$ cat src/core/fda_defines.svh
`ifndef FDA_DEFINES_SVH
`define FDA_DEFINES_SVH

// Register placement and reset
`define FDA_REG_OFFSET      8'h62
`define FDA_REG_RESET       8'h00
// Field positions
`define FDA_RAMP_LSB        0
`define FDA_RAMP_MSB        2
`define FDA_RAMP_EN_BIT     3
`define FDA_ALIGN_BIT       4
`define FDA_FLOOR_ONE_BIT   5
`define FDA_FLOOR_TWO_BIT   6
`define FDA_FLOOR_THREE_BIT 7
// Ramp step sizes per code
`define FDA_STEP_0          8'h01
`define FDA_STEP_1          8'h02
`define FDA_STEP_2          8'h03
`define FDA_STEP_3          8'h04
`define FDA_STEP_4          8'h08
`define FDA_STEP_5          8'h0C
`define FDA_STEP_6          8'h18
`define FDA_STEP_7          8'h30

`endif

$ cat src/core/fda_pkg.sv
package fda_pkg;
  typedef logic [7:0] fda_duty_t;
  typedef logic [2:0] fda_ramp_code_t;
endpackage : fda_pkg

$ cat src/core/fda_config.sv
`timescale 1ns/1ps
`include "fda_defines.svh"
// Operation
// - The ramp field picks a duty step of 1, 2, 3, 4, 8, 12, 24 or 48 per slot for drive one.
// - The ramp enable bit turns on stepped ramping for drive one, else duty jumps directly.
// - With the align bit set, speed inputs two, three and four are timed to drive three.
// - With the align bit clear, only inputs three and four follow drive three, two runs free.
// - Drive one floor bit picks 0% or its minimum duty below start temperature less hysteresis.
// - Drive two floor bit picks 0% or its minimum duty below start temperature less hysteresis.
// - Drive three floor bit picks 0% or its minimum duty below start temperature less hysteresis.
// - While the lock is set the register ignores all host writes.
module fda_config
  import fda_pkg::*;
(
  input  wire logic      core_clk,
  input  wire logic      reset_n,
  input  wire logic [7:0] reg_addr,
  input  wire logic      reg_wr,
  input  wire logic [7:0] reg_wdata,
  output logic     [7:0] reg_rdata_r,
  input  wire logic      config_lock,
  input  wire logic      auto_mode,
  input  wire logic      slot_tick,
  input  wire fda_duty_t drive_one_target,
  input  wire fda_duty_t drive_two_target,
  input  wire fda_duty_t drive_three_target,
  input  wire fda_duty_t drive_one_min,
  input  wire fda_duty_t drive_two_min,
  input  wire fda_duty_t drive_three_min,
  input  wire logic [2:0] below_start,
  output fda_duty_t      fan_drive_one_r,
  output fda_duty_t      fan_drive_two_r,
  output fda_duty_t      fan_drive_three_r,
  output logic           speed_input_two_sync_r,
  output logic           speed_input_three_sync_r,
  output logic           speed_input_four_sync_r
);
  logic [7:0] ctrl_r;
  fda_duty_t  ramp_duty;
  fda_duty_t  one_goal;
  fda_duty_t  two_nxt;
  fda_duty_t  three_nxt;

  // Floor choice below start temperature
  function automatic fda_duty_t fda_floor(input logic am, input logic below,
                                           input logic sel, input fda_duty_t mn,
                                           input fda_duty_t tgt);
    if (am && below) fda_floor = sel ? mn : 8'h00;
    else fda_floor = tgt;
  endfunction : fda_floor

  wire logic hit = (reg_addr == `FDA_REG_OFFSET);

  // Register write, blocked by lock
  always_ff @(posedge core_clk or negedge reset_n) begin
    if (!reset_n) ctrl_r <= `FDA_REG_RESET;
    else if (reg_wr && hit && !config_lock) ctrl_r <= reg_wdata;
  end

  // Registered read data
  always_ff @(posedge core_clk or negedge reset_n) begin
    if (!reset_n) reg_rdata_r <= 8'h00;
    else reg_rdata_r <= hit ? ctrl_r : 8'h00;
  end

  // Duty goals with floor selection
  always_comb begin
    one_goal  = fda_floor(auto_mode, below_start[0], ctrl_r[`FDA_FLOOR_ONE_BIT],
                          drive_one_min, drive_one_target);
    two_nxt   = fda_floor(auto_mode, below_start[1], ctrl_r[`FDA_FLOOR_TWO_BIT],
                          drive_two_min, drive_two_target);
    three_nxt = fda_floor(auto_mode, below_start[2], ctrl_r[`FDA_FLOOR_THREE_BIT],
                          drive_three_min, drive_three_target);
  end

  fda_ramp u_ramp (
    .core_clk    (core_clk),
    .reset_n     (reset_n),
    .ramp_enable (ctrl_r[`FDA_RAMP_EN_BIT]),
    .ramp_code   (ctrl_r[`FDA_RAMP_MSB:`FDA_RAMP_LSB]),
    .slot_tick   (slot_tick),
    .target      (one_goal),
    .duty_r      (ramp_duty)
  );

  // Drive outputs
  always_ff @(posedge core_clk or negedge reset_n) begin
    if (!reset_n) begin
      fan_drive_one_r   <= 8'h00;
      fan_drive_two_r   <= 8'h00;
      fan_drive_three_r <= 8'h00;
    end else begin
      fan_drive_one_r   <= ramp_duty;
      fan_drive_two_r   <= two_nxt;
      fan_drive_three_r <= three_nxt;
    end
  end

  // Speed measurement alignment to drive three
  always_ff @(posedge core_clk or negedge reset_n) begin
    if (!reset_n) begin
      speed_input_two_sync_r   <= 1'b0;
      speed_input_three_sync_r <= 1'b0;
      speed_input_four_sync_r  <= 1'b0;
    end else begin
      speed_input_two_sync_r   <= ctrl_r[`FDA_ALIGN_BIT];
      speed_input_three_sync_r <= 1'b1;
      speed_input_four_sync_r  <= 1'b1;
    end
  end

  property p_lock;
    @(posedge core_clk) disable iff (!reset_n)
      config_lock |=> $stable(ctrl_r);
  endproperty
  a_lock: assert property (p_lock) else $error("write passed lock");

  property p_write;
    @(posedge core_clk) disable iff (!reset_n)
      (reg_wr && hit && !config_lock) |=> (ctrl_r == $past(reg_wdata));
  endproperty
  a_write: assert property (p_write) else $error("write lost");

  property p_align;
    @(posedge core_clk) disable iff (!reset_n)
      1'b1 |=> (speed_input_two_sync_r == $past(ctrl_r[`FDA_ALIGN_BIT]));
  endproperty
  a_align: assert property (p_align) else $error("align mismatch");

  property p_fixed_sync;
    @(posedge core_clk) disable iff (!reset_n)
      reset_n |=> (speed_input_three_sync_r && speed_input_four_sync_r);
  endproperty
  a_fixed_sync: assert property (p_fixed_sync) else $error("three/four not synced");

  property p_floor_one;
    @(posedge core_clk) disable iff (!reset_n)
      (auto_mode && below_start[0] && !ctrl_r[`FDA_FLOOR_ONE_BIT]) |-> (one_goal == 8'h00);
  endproperty
  a_floor_one: assert property (p_floor_one) else $error("drive one not off");

  property p_floor_two;
    @(posedge core_clk) disable iff (!reset_n)
      (auto_mode && below_start[1]) |=>
        (fan_drive_two_r == ($past(ctrl_r[`FDA_FLOOR_TWO_BIT]) ? $past(drive_two_min) : 8'h00));
  endproperty
  a_floor_two: assert property (p_floor_two) else $error("drive two floor wrong");

  property p_floor_three;
    @(posedge core_clk) disable iff (!reset_n)
      (auto_mode && below_start[2]) |=>
        (fan_drive_three_r ==
         ($past(ctrl_r[`FDA_FLOOR_THREE_BIT]) ? $past(drive_three_min) : 8'h00));
  endproperty
  a_floor_three: assert property (p_floor_three) else $error("drive three floor wrong");

  // Drive one floor and pass-through ahead of the ramp
  property p_floor_one_min;
    @(posedge core_clk) disable iff (!reset_n)
      (auto_mode && below_start[0] && ctrl_r[`FDA_FLOOR_ONE_BIT])
        |-> (one_goal == drive_one_min);
  endproperty
  a_floor_one_min: assert property (p_floor_one_min) else $error("drive one min lost");

  property p_pass_one;
    @(posedge core_clk) disable iff (!reset_n)
      !(auto_mode && below_start[0]) |-> (one_goal == drive_one_target);
  endproperty
  a_pass_one: assert property (p_pass_one) else $error("drive one target lost");

  // Drives two and three follow their targets outside the floor
  property p_pass_two;
    @(posedge core_clk) disable iff (!reset_n)
      (reset_n && !(auto_mode && below_start[1])) |=>
        (fan_drive_two_r == $past(drive_two_target));
  endproperty
  a_pass_two: assert property (p_pass_two) else $error("drive two target lost");

  property p_pass_three;
    @(posedge core_clk) disable iff (!reset_n)
      (reset_n && !(auto_mode && below_start[2])) |=>
        (fan_drive_three_r == $past(drive_three_target));
  endproperty
  a_pass_three: assert property (p_pass_three) else $error("drive three target lost");

  // Drive one path through the ramp stage
  property p_direct_one;
    @(posedge core_clk) disable iff (!reset_n)
      (reset_n && !ctrl_r[`FDA_RAMP_EN_BIT]) |=> (ramp_duty == $past(one_goal));
  endproperty
  a_direct_one: assert property (p_direct_one) else $error("drive one not direct");

  property p_drive_one_reg;
    @(posedge core_clk) disable iff (!reset_n)
      reset_n |=> (fan_drive_one_r == $past(ramp_duty));
  endproperty
  a_drive_one_reg: assert property (p_drive_one_reg) else $error("drive one lags ramp");

  // Speed input two follows the align bit
  property p_align_set;
    @(posedge core_clk) disable iff (!reset_n)
      (reset_n && ctrl_r[`FDA_ALIGN_BIT]) |=> speed_input_two_sync_r;
  endproperty
  a_align_set: assert property (p_align_set) else $error("input two not aligned");

  property p_align_clear;
    @(posedge core_clk) disable iff (!reset_n)
      (reset_n && !ctrl_r[`FDA_ALIGN_BIT]) |=> !speed_input_two_sync_r;
  endproperty
  a_align_clear: assert property (p_align_clear) else $error("input two not free");

  // Read-back and unmapped accesses
  property p_read_back;
    @(posedge core_clk) disable iff (!reset_n)
      (reset_n && hit) |=> (reg_rdata_r == $past(ctrl_r));
  endproperty
  a_read_back: assert property (p_read_back) else $error("read data wrong");

  property p_read_other;
    @(posedge core_clk) disable iff (!reset_n)
      (reset_n && !hit) |=> (reg_rdata_r == 8'h00);
  endproperty
  a_read_other: assert property (p_read_other) else $error("unmapped read not zero");

  property p_wr_other;
    @(posedge core_clk) disable iff (!reset_n)
      (reg_wr && !hit) |=> $stable(ctrl_r);
  endproperty
  a_wr_other: assert property (p_wr_other) else $error("unmapped write landed");

  c_locked_write: cover property (@(posedge core_clk) reg_wr && hit && config_lock);
  c_open_write: cover property (@(posedge core_clk) reg_wr && hit && !config_lock);
  c_floor_min: cover property (@(posedge core_clk) auto_mode && below_start[1]);
endmodule : fda_config

$ cat src/core/fda_ramp.sv
`timescale 1ns/1ps
`include "fda_defines.svh"
// Slew limiter for drive one duty
module fda_ramp
  import fda_pkg::*;
(
  input  wire logic           core_clk,
  input  wire logic           reset_n,
  input  wire logic           ramp_enable,
  input  wire fda_ramp_code_t ramp_code,
  input  wire logic           slot_tick,
  input  wire fda_duty_t      target,
  output fda_duty_t           duty_r
);
  // Step lookup
  function automatic fda_duty_t fda_step(input fda_ramp_code_t c);
    unique case (c)
      3'h0: fda_step = `FDA_STEP_0;
      3'h1: fda_step = `FDA_STEP_1;
      3'h2: fda_step = `FDA_STEP_2;
      3'h3: fda_step = `FDA_STEP_3;
      3'h4: fda_step = `FDA_STEP_4;
      3'h5: fda_step = `FDA_STEP_5;
      3'h6: fda_step = `FDA_STEP_6;
      3'h7: fda_step = `FDA_STEP_7;
    endcase
  endfunction : fda_step

  fda_duty_t step;
  fda_duty_t duty_nxt;

  // Next duty toward target
  always_comb begin
    step = fda_step(ramp_code);
    duty_nxt = duty_r;
    if (!ramp_enable) begin
      duty_nxt = target;
    end else if (slot_tick) begin
      if (target > duty_r) begin
        duty_nxt = ((target - duty_r) > step) ? 8'(duty_r + step) : target;
      end else if (target < duty_r) begin
        duty_nxt = ((duty_r - target) > step) ? 8'(duty_r - step) : target;
      end
    end
  end

  // Duty register
  always_ff @(posedge core_clk or negedge reset_n) begin
    if (!reset_n) duty_r <= 8'h00;
    else duty_r <= duty_nxt;
  end

  property p_no_overshoot;
    @(posedge core_clk) disable iff (!reset_n)
      (ramp_enable && slot_tick && target > duty_r) |=> (duty_r <= $past(target));
  endproperty
  a_no_overshoot: assert property (p_no_overshoot) else $error("ramp overshoot up");

  property p_no_undershoot;
    @(posedge core_clk) disable iff (!reset_n)
      (ramp_enable && slot_tick && target < duty_r) |=> (duty_r >= $past(target));
  endproperty
  a_no_undershoot: assert property (p_no_undershoot) else $error("ramp overshoot down");

  property p_step_bound;
    @(posedge core_clk) disable iff (!reset_n)
      (ramp_enable && slot_tick && target > duty_r && (target - duty_r) > step)
        |=> (duty_r == $past(duty_r) + $past(step));
  endproperty
  a_step_bound: assert property (p_step_bound) else $error("ramp step wrong");

  property p_direct;
    @(posedge core_clk) disable iff (!reset_n)
      !ramp_enable |=> (duty_r == $past(target));
  endproperty
  a_direct: assert property (p_direct) else $error("direct duty not taken");

  property p_hold;
    @(posedge core_clk) disable iff (!reset_n)
      (ramp_enable && !slot_tick) |=> $stable(duty_r);
  endproperty
  a_hold: assert property (p_hold) else $error("duty moved off slot");

  c_ramp_up: cover property (@(posedge core_clk) ramp_enable && slot_tick && target > duty_r);
  c_ramp_dn: cover property (@(posedge core_clk) ramp_enable && slot_tick && target < duty_r);
endmodule : fda_ramp

$ cat config.mk
export PLATFORM = sky130hd
export DESIGN_NAME = fda_config
export DESIGN_NICKNAME = d
export VERILOG_FILES = /design/src/core/fda_pkg.sv /design/src/core/fda_config.sv /design/src/core/fda_ramp.sv
export VERILOG_INCLUDE_DIRS = /design/src /design/src/core
export SDC_FILE = /design/constraint.sdc
export NUM_CORES = 1
export LEC_CHECK = 0
export ABC_CLOCK_PERIOD_IN_PS = 3540
export BUFFER_PORTS_ARGS = -buffer_cell sky130_fd_sc_hd__buf_4
export CORE_ASPECT_RATIO = 1.4
export CORE_MARGIN = 3
export CORE_UTILIZATION = 49
export CTS_BUF_LIST = sky130_fd_sc_hd__clkbuf_4 sky130_fd_sc_hd__clkbuf_8
export DETAILED_ROUTE_END_ITERATION = 6
export PLACE_DENSITY = 0.79
export SLEW_MARGIN = 5
export SYNTH_ARGS = -nofsm -noshare
export SYNTH_HDL_FRONTEND = slang
export SYNTH_SLANG_ARGS = --single-unit
$ cat constraint.sdc
create_clock -name core_clk -period 3.54 [get_ports core_clk]
set_input_delay 0.708 -clock core_clk [delete_from_list [all_inputs] [get_ports core_clk]]
set_output_delay 0.708 -clock core_clk [all_outputs]
set_load 0.1 [all_outputs]
# --- Word level (Yosys, flattened, before mapping) ---
# Memories as Yosys holds them, arrays and structs flattened.
# Index checks and enable logic that the tools add are counted.
# Widths: inputs -> output; s select.
classes:
  magnitude_cmp: 4
  n_mux: 13
  n_reduce_logical: 7
  eq_ne: 3
  add_sub_neg: 4
op_table:
  columns: ["cell", "n"]
  rows:
  - ["$mux 8", 13]
  - ["$gt 8x8->1", 3]
  - ["$sub 8x8->8", 3]
  - ["$add 8x8->8", 1]
  - ["$eq 8x7->1 const B", 1]
  - ["$lt 8x8->1", 1]
  - ["$logic_and 1x1->1", 5]
  - ["$ne 3x1->1 const B", 1]
  - ["$ne 2x2->1 const B", 1]
  - ["$reduce_and 2->1", 1]
  - ["$logic_not 1->1", 1]
word_totals:
  inputBits: 73
  wordCells: 40
  reg_bits: 50
  romBits: 48
  n_memories: 1
  output_inout_bits: 35
memory_table:
  columns: ["memory", "depth", "width", "rd", "rd_clocked_by_memory_dff", "wr", "line_no", "source"]
  rows:
  - ["(no name shown)", 8, 6, 1, 0, 0, "fda_ramp.sv:17", "unique case (c)"]

# --- Longest topological paths before layout ---
# Gate-level depths: netlist (run 1).
depth:
  ltp_word: 9
  mapped_depth: 20
  mapped_depth_nobuf: 19

# --- Cells and area by module ---
# Synthesis (run 1) repeated with hierarchy kept, for this count alone.
unflattened:
  cells_unflattened: 431
  hier_area_um2: 3812.4
by_module_without_submodules:
  columns: ["mod", "seq_area_each_um2", "n_inst", "area_per_inst_um2", "cells_per_inst"]
  rows:
  - ["fda_ramp", 200.2, 1, 2203.4, 286]
  - ["fda_config", 1051.0, 1, 1609.0, 145]

# --- Worst setup path after synthesis (run 1) ---
# OpenSTA, ideal clock, no wires.
synth_path:
  path_type: "input to register"
  startpoint: "in auto_mode"
  endpoint: "reg u_ramp.duty_r[6]"
  cell_stages: 19
  required_ps: 3446
  setup_time_ps: 94
  n_path_buf: 2
  slack_ps: -526
  arrival_ps: 3972
  path_cell_list: "buf_6 and2_2 o21ai_2 ha_1 buf_4 o21ai_0 a21oi_1 a21o_1 a21oi_1 xnor2_1 ha_1 nand3_1 nor2_1 o32ai_1 nand4b_1 o211ai_1 nor3_1 a211o_1 a211oi_1"
synth_between:
  elab_chain_cells: 9
  elab_cells_between_ends: 16
  cone_classes: "add/sub: 2; order compare: 4; eq/ne: 1; mux: 7; reduce/logical: 2"
synth_lines:
  columns: ["item", "line_no", "source"]
  rows:
  - ["from (decl)", "fda_config.sv:22", "input wire logic auto_mode,"]
  - ["$logic_and 1x1->1 *", "fda_config.sv:48", "if (am && below) fda_floor = sel ? mn : 8'h00;"]
  - ["$mux 8 *", "fda_config.sv:48", null]
  - ["$sub 8x8->8", "fda_ramp.sv:42", "duty_nxt = ((duty_r - target) > step) ? 8'(duty_r - step) : target;"]
  - ["$gt 8x8->1", "fda_ramp.sv:42", null]
  - ["$mux 8", "fda_ramp.sv:42", null]
  - ["$mux 8", "fda_ramp.sv:41", "end else if (target < duty_r) begin"]
  - ["$mux 8", "fda_ramp.sv:39", "if (target > duty_r) begin"]
  - ["$mux 8", "fda_ramp.sv:38", "end else if (slot_tick) begin"]
  - ["$mux 8", "fda_ramp.sv:36", "if (!ramp_enable) begin"]
  - ["to (signal assigned)", "fda_ramp.sv:50", "else duty_r <= duty_nxt;"]
  - ["to (decl)", "fda_ramp.sv:13", "output fda_duty_t duty_r"]
# Mark *: on every way between the ends. The rest lies on a longest branch, timed or not. The select of a mux whose other input is x is not followed.
# A chain may end at the register's enable or synchronous reset.

# --- Worst setup path in the final report (run 1) ---
layout_path:
  startpoint: "in below_start[0]"
  endpoint: "reg u_ramp.duty_r[1]"
layout_between:
  elab_chain_cells: 9
  elab_cells_between_ends: 16
  cone_classes: "add/sub: 2; order compare: 4; eq/ne: 1; mux: 7; reduce/logical: 2"
layout_lines:
  columns: ["item", "line_no", "source"]
  rows:
  - ["from (decl)", "fda_config.sv:30", "input wire logic [2:0] below_start,"]
  - ["$logic_and 1x1->1 *", "fda_config.sv:48", null]
  - ["$mux 8 *", "fda_config.sv:48", null]
  - ["$sub 8x8->8", "fda_ramp.sv:42", null]
  - ["$gt 8x8->1", "fda_ramp.sv:42", null]
  - ["$mux 8", "fda_ramp.sv:42", null]
  - ["$mux 8", "fda_ramp.sv:41", null]
  - ["$mux 8", "fda_ramp.sv:39", null]
  - ["$mux 8", "fda_ramp.sv:38", null]
  - ["$mux 8", "fda_ramp.sv:36", null]
# Marked as above.

==> results.md, run 1 <==
* Reported max-cap violation count at 0
* CP endpoint kind: flip-flop
* CP Class: in -> reg
* Final clock skew at 11.7 ps
* Detailed-route wire length at 12200 µm
* TritonCTS clock tree: built
* Final worst-path cycle share at 107%
* Area enclosed by the die boundary at around 8500 µm²
* Count of state elements after synthesis at 50
* Instance count after placement with tap cells included at 644
* Portion of total power attributed to sequential cells at between 30 and 40%
* Starting DRC count in detailed routing at 247
* Total of fill cells in the finished design at 480
* CTS HTree Levels at 2
* Avg Vias per Cell at 5.72
* Sw frac at approximately 40%
* Required time of the worst setup path at roughly 3800 ps
* Internal power at 0.00112 W
* Startpoint of the lowest-slack register-to-register path: ctrl_r[5]$_DFFE_PN0P_
* Total track usage at 27.7%
* Final Non-Filler Cells at between 600 and 700
* Top-level I/O count at ~110
* Sink of the worst hold path: speed_input_two_sync_r$_DFF_PN0_
* Clock period minus worst slack at 3780 ps
* Maximum number of pins on one net before global-route repair at 51
* Final-report setup violation count at 8
* Synthesized area at ~3600 µm²
* Highest achievable clock rate at approximately 260 MHz
* Post-synth EDFFs at 0
* CTS sink cnt at 50
* Cell types occupying the most area after synthesis: dfrtp_1 35%, ha_1 13%, nand2_1 5.8%, o21ai_0 3.6%, inv_1 3.4%
* Total power density per cell area at 352 nW/µm²
* Grt total ovfl at 0
* Clock transition time at the flip-flop clock pins of the worst setup and hold paths at around 100 ps
* Failing checks: setup timing
* Number of buffer cells added on primary ports at roughly 110
* Number of antenna-violating nets in the routed design at 0
* Proportion of netlist area held by the largest area contributor at 34.5%
* Number of cells traversed by the worst hold path at 0
* Unique cell type count in the Yosys netlist at 64
* Final worst hold slack at 395 ps
* Proportion of layout cells with a drive suffix above 1 at 40.9%
* Warnings, synthesis at 0
* Setup crit start kind: input pin
* Total area of multi-input combinational cells at 2390 µm²
* Transition time at the pin with the least slew margin at 648 ps
* Number of nets produced by synthesis at 521
* Post-layout nets at 679
* Fin. Hold Viols at 0
* Number of placement rows at 36
* Main synth FF type: dfrtp_1
* Storage element area at 1250 µm²
* Number of buffers added by the clock tree synthesis step at 5
* Capturing point of the worst reg2reg path: u_ramp.duty_r[1]$_DFFE_PN0P_
* Slew Limit Headroom at 56.8%
* Via count of the first global-routing pass at 3771
* Synthesized area per cell at 8.88 µm²
* Number of remaining DRC errors at 0
* Most used standard cell by instance count after synthesis: nand2_1
* Clock latency reported for the late side of the worst-skew pair at 320 ps
* Cells on worst reg2reg path at 16
* Reg-to-reg setup timing slack at -170 ps
* Slack of the critical path at -237 ps
* Tot Pwr at 0.00185 W
* Most instantiated cells after synthesis: 56 x nand2_1, 50 x dfrtp_1, 37 x ha_1, 33 x inv_1, 26 x o21ai_0
* Share of power burned in the clock network at 19.7%
* Antenna violations before repair at 0
* Buffer levels on the longest clock path at 2
* Cell taking the most area after synthesis: dfrtp_1
* Total count of max-transition violations in the final report at 0
* Height of the chip at 108 µm
* Maximum fanout along the worst path at 7
* Syn Inst Count at slightly above 400
* Setup TNS Final at -1270 ps
* Total number of vias at 3785
* Result of the run: finished with violations
* Seq/Total Area, Yosys at 34.5%
* Initial core utilization at 51.2%
* Arrival @ worst endpoint at 4010 ps
* Wire length of the first global-routing pass at roughly 18000 µm
* Area inside the core boundary at 7070 µm²
* Leakage power at between 2 and 3 nW
* Worst hold path class: reg -> reg
* Synthesis-to-layout area growth at 45.5%
* Power spent charging and discharging nets at about 0.00073 W
* Setup repair after global routing missed its margin: true
* ANT cells at 0
* Fraction of registers with async set or reset after synthesis at 100%
* Hold Path Origin: ctrl_r[4]$_DFFE_PN0P_
* Root cell of the clock tree: clkbuf_8
* Share of total power in combinational logic at 47.3%
* Peak ir drop on the vdd network at slightly below 0.2 mV
* Final weighted congestion in routability-driven placement at 0.955
* Pre-antenna DRT Iters at 7
* Detailed placer's ending HPWL at 9230 µm
* Die width at just under 80 µm
* Per-cell routed wire length at ~18 µm
## power by group through the flow
stage	Clock (W)	Combinational (W)	Sequential (W)
2_1_floorplan	0	0.000337	0.000759
3_3_place_gp	0	0.000724	0.000622
3_5_place_dp	0	0.000741	0.000623
4_1_cts	0.000372	0.000780	0.000612
5_1_grt	0.000397	0.000924	0.000616
6_report	0.000365	0.000876	0.000613
## sequential cells by signal (all words and copies together), names as in the netlist
signal	count
fan_drive_two_r	8
fan_drive_three_r	8
u_ramp.duty_r	8
reg_rdata_r	8
ctrl_r	8
speed_input_two_sync_r	1
fan_drive_one_r	8
speed_input_three_sync_r	1
## layout by cell type (no fill, tap or decap), drive strengths merged, types with 7 or more instances in the layout
cell	instances
nand3	10
nor2	22
mux2	8
a211oi	7
and2	10
xnor2	12
nand2	56
buf	168
o21ai	28
inv	34
nand2b	7
a21oi	23
dfrtp	50
ha	37
## cells by family after synthesis
family / share of synthesized area, %
buffers and inverters: 6.22
XOR/XNOR: 3.87
AO/OA/AOI/OAI: 19.4
flip-flops: 34.5
multiplexers: 3.04
other: 0.104
AND/OR/NAND/NOR: 18.4
adder cells (fa/ha/maj): 14.4
## worst max-delay path: stages
cell and delay (ps):
buf_8 110, a21bo_1 210, nand2_2 90, ha_4 210, buf_6 110, ha_1 200
a31oi_2 220, o221ai_2 170, xor2_1 190, ha_1 350, a211oi_2 250, a21oi_2 110
a211oi_4 340, a21oi_4 150, a221o_1 370, a32oi_1 220
## timing repair
item,4_1_cts,5_1_grt
pin swaps,15,25
setup endpoints to repair,8,8
gates resized for setup,20,24
buffers inserted,4,6
hold buffers,0,0
## layer usage
| layer | wire (µm) | vias to the layer above | global-route usage, % |
|---|---|---|---|
| met4 | 642 | 0 | 15.4 |
| met2 | 6260 | 206 | 51.2 |
| met1 | 4240 | 1782 | 28.3 |
| met3 | 1040 | 59 | 6.20 |
| met5 | 0 | - | 0 |
| li1 | - | 1738 | - |
## worst max-delay path by stage
stage	from	end	slack (ps)	depth (start not counted)
2_1_floorplan	auto_mode	u_ramp.duty_r[6]$_DFFE_PN0P_	-230	19
3_5_place_dp	auto_mode	u_ramp.duty_r[3]$_DFFE_PN0P_	-610	20
5_1_grt	below_start[0]	u_ramp.duty_r[6]$_DFFE_PN0P_	-330	19
3_3_place_gp	auto_mode	u_ramp.duty_r[3]$_DFFE_PN0P_	-480	20
6_report	below_start[0]	u_ramp.duty_r[1]$_DFFE_PN0P_	-240	16
4_1_cts	auto_mode	u_ramp.duty_r[6]$_DFFE_PN0P_	-130	19
## layout make-up
class / count / area share, %
inverters: 33 / 2.35
repair buffers: 168 / 24.4
flip-flops and latches: 50 / 23.8
well taps: 95 / 2.25
clock inverters: 2 / 0.309
multi-input cells: 308 / 45.3
clock buffers: 6 / 1.57
## through the flow
| step | worst slack [ps] | area [µm²] | utilization (%) |
|---|---|---|---|
| floorplan | -229 | 3680 | - |
| CTS | -131 | 5100 | 72.1 |
| detailed placement | -615 | 4880 | 69.0 |
| finish | -237 | 5270 | 74.5 |
| global placement | -479 | 4880 | 69.0 |
| global route | -334 | 5270 | 74.5 |
Power figures use the tool's default switching activity.
==> inputs of run 2 (changes only) <==
Settings changed: REMOVE_ABC_BUFFERS set to 1.
==> run 2 against run 1 <==
  * Largest cell class unchanged
  * The run still ends with setup timing left
  * Fmax grew 0.91%
  * Via count down 2.6%
  * Global-route usage fell by 0.77 points
  * Worst hold slack gained 0.76 ps
  * Critical path depth up 3
  * Clock power decreased by 7.1%
  * Core utilization down 1.7 points
  * Highest routed layer unchanged
  * Routed wire length fell by 8.4%
  * Sequential share of layout area is 0.52 points higher
  * Final area decreased by 2.3%
==> results.md, run 2 (synthesis gave the netlist of run 1 again) <==
* Largest stage delay on the critical path at 350 ps (-20 ps)
* CTS HTree Levels at 2 (unchanged)
* Root cell of the clock tree: clkbuf_8
* CP endpoint kind: flip-flop
* Transition time at the pin with the least slew margin at 623 ps (-24.9 ps)
* Proportion of layout cells with a drive suffix above 1 at 39.5% (-1.4 points)
* Area enclosed by the die boundary at 8470 µm² (unchanged)
* Buffer levels on the longest clock path at 2 (unchanged)
* Grt total ovfl at 0 (unchanged)
* Initial core utilization at 51.2% (unchanged)
* Per-cell routed wire length at 16.8 µm (-8.6%)
* Via count of the first global-routing pass at 3748 (-0.61%)
* Starting DRC count in detailed routing at 195 (-21%)
* Final weighted congestion in routability-driven placement at 0.987 (+3.4%)
* Peak ir drop on the vdd network at 0.241 mV (+22%)
* Tot Pwr at 0.00175 W (-5.5%)
* Number of remaining DRC errors at 0 (unchanged)
* Worst setup slack after placement at -855 ps (-240 ps)
* Setup repair after global routing missed its margin: true
* Wire length of the first global-routing pass at 17700 µm (-2.3%)
* Number of antenna-violating nets in the routed design at 0 (unchanged)
* Leakage power at 2.58 nW (-0.50%)
* Detailed-route wire length at 11200 µm (-8.4%)
* Worst hold path class: in -> async
* Number of buffers added by the clock tree synthesis step at 5 (unchanged)
* Standard cell with the maximum stage delay on the critical path: a222oi_1
* Synthesis-to-layout area growth at 42.2%
* Pre-antenna DRT Iters at 6 (-1)
* Cts hold-fix bufs at 0 (unchanged)
* Clock transition time at the flip-flop clock pins of the worst setup and hold paths at 90 ps (about the same)
* Commonest non-fill, non-tap cells in the layout: 167 x buf_4, 55 x nand2_1, 50 x dfrtp_1, 33 x inv_1, 33 x ha_1
* Startpoint of the lowest-slack register-to-register path: ctrl_r[5]$_DFFE_PN0P_
* Final-report setup violation count at 8 (unchanged)
* Total power density per cell area at 340 nW/µm² (-3.3%)
* Detailed placer's ending HPWL at 8930 µm (-3.2%)
* Avg Vias per Cell at 5.55 (-2.9%)
* Clock period minus worst slack at 3740 ps (-34.2 ps)
* Count of buffering cells on the critical path with inverters included at 2 (unchanged)
* Fin. Hold Viols at 0 (unchanged)
* Area inside the core boundary at 7070 µm² (unchanged)
* Clock latency reported for the late side of the worst-skew pair at 320 ps (about the same)
* Result of the run: finished with violations
* ANT cells at 0 (unchanged)
* Reg-to-reg setup timing slack at -100 ps (+70 ps)
* Family with the most delay on the worst path: compound AO/OA/AOI/OAI gates
* Capturing point of the worst reg2reg path: u_ramp.duty_r[0]$_DFFE_PN0P_
* Total track usage at 26.9% (-0.77 points)
* Antenna violations before repair at 0 (unchanged)
* Total number of vias at 3685 (-2.6%)
* Maximum number of pins on one net before global-route repair at 51 (unchanged)
* Slack of the critical path at -203 ps (+34.2 ps)
* Die width at 78.7 µm (unchanged)
* Total count of max-transition violations in the final report at 0 (unchanged)
* Height of the chip at 108 µm (unchanged)
* Slew Limit Headroom at 58.5% (+1.7 points)
* CTS sink cnt at 50 (unchanged)
* Cells on worst reg2reg path at 18 (+2)
* Reported max-cap violation count at 0 (unchanged)
* TritonCTS clock tree: built
* Failing checks: setup timing
* Final worst-path cycle share at 106% (-0.97 points)
* Number of buffer cells added on primary ports at 107 (unchanged)
* Cells along the critical path: buf_8 > a21bo_1 > nand2_2 > ha_4 > or3_1 > o21ai_2 > a21oi_2 > a21o_1 > a21oi_2 > xnor2_1 > ha_1 > nand3_2 > nor2_2 > o32ai_2 > nand4b_1 > nor3_2 > a31oi_2 > buf_4 > a222oi_1
* Post-layout nets at 681 (+0.29%)
* Top-level I/O count at 108 (unchanged)
* CP Class: in -> reg
* Final clock skew at 4.00 ps (-7.69 ps)
* Highest achievable clock rate at 267 MHz (+0.91%)
* Setup crit start kind: input pin
* Most prevalent standard cell on the critical path: a21oi_2
* Maximum fanout along the worst path at 7 (unchanged)
* Required time of the worst setup path at 3730 ps (-50 ps)
* Most frequent standard cell in the layout excluding fill and tap cells: buf_4
* Number of placement rows at 36 (unchanged)
* Arrival @ worst endpoint at 3940 ps (-70 ps)
run 2: cell type report:
cell class	instances	area [µm²]
Sequential cell	50	1250
Timing Repair Buffer	170	1290
Tap cell	95	119
Clock buffer	5	68.8
Multi-Input combinational cell	308	2270
Inverter	33	124
Clock inverter	3	23.8
Fill cell	492	1920
run 2: worst register-to-register path, delay by kind of cell (launching register included):
family,cells,cell delay [ps]
adders and majority gates,2,480
buffers and inverters,1,180
and+or+nand+nor,7,1120
DFF,1,430
xor gates and xnor gates,1,140
AOI/OAI and AO/OA,7,1180
run 2: worst max path at each step:
stage / from / end / slack (ps) / cells after the start
2_1_floorplan: drive_one_target[1] / u_ramp.duty_r[6]$_DFFE_PN0P_ / -400 / 18
6_report: below_start[0] / u_ramp.duty_r[0]$_DFFE_PN0P_ / -200 / 19
3_3_place_gp: auto_mode / u_ramp.duty_r[6]$_DFFE_PN0P_ / -560 / 19
4_1_cts: drive_one_target[1] / u_ramp.duty_r[7]$_DFFE_PN0P_ / -200 / 19
5_1_grt: below_start[0] / u_ramp.duty_r[0]$_DFFE_PN0P_ / -360 / 19
3_5_place_dp: auto_mode / u_ramp.duty_r[6]$_DFFE_PN0P_ / -850 / 19
run 2: metal layers:
| layer | GRT usage [%] | share of wire [%] |
|---|---|---|
| met1 | 28.6 | 36 |
| met2 | 48.2 | 50 |
| met3 | 4.86 | 8.0 |
| met4 | 17.4 | 5.5 |
| met5 | 0 | 0 |
run 2: per-stage QoR:
stage / util (%) / cell area [µm²] / setup TNS (ps) / cells / hold WS, ps
finish: 72.9 / 5150 / -1150 / 664 / 396
CTS: 72.0 / 5090 / -1210 / 662 / 399
global placement: 69.0 / 4880 / -4070 / 651 / 378
floorplan: - / 3520 / -2000 / 391 / 361
detailed placement: 69.0 / 4880 / -6160 / 651 / 384
global route: 72.9 / 5150 / -2380 / 664 / 410
run 2: repair_timing:
action	in CTS	in global routing
pin swaps	18	18
endpoints found under the setup margin	8	8
resized for setup	25	9
setup buffers	3	2
run 2: power breakdown:
group	leakage (nW)	internal (W)	switching, W
Combinational	1.90	0.000336	0.000463
Sequential	0.642	0.000597	0.0000167
Clock	0.0408	0.000141	0.000198
Total	2.58	0.00107	0.000677
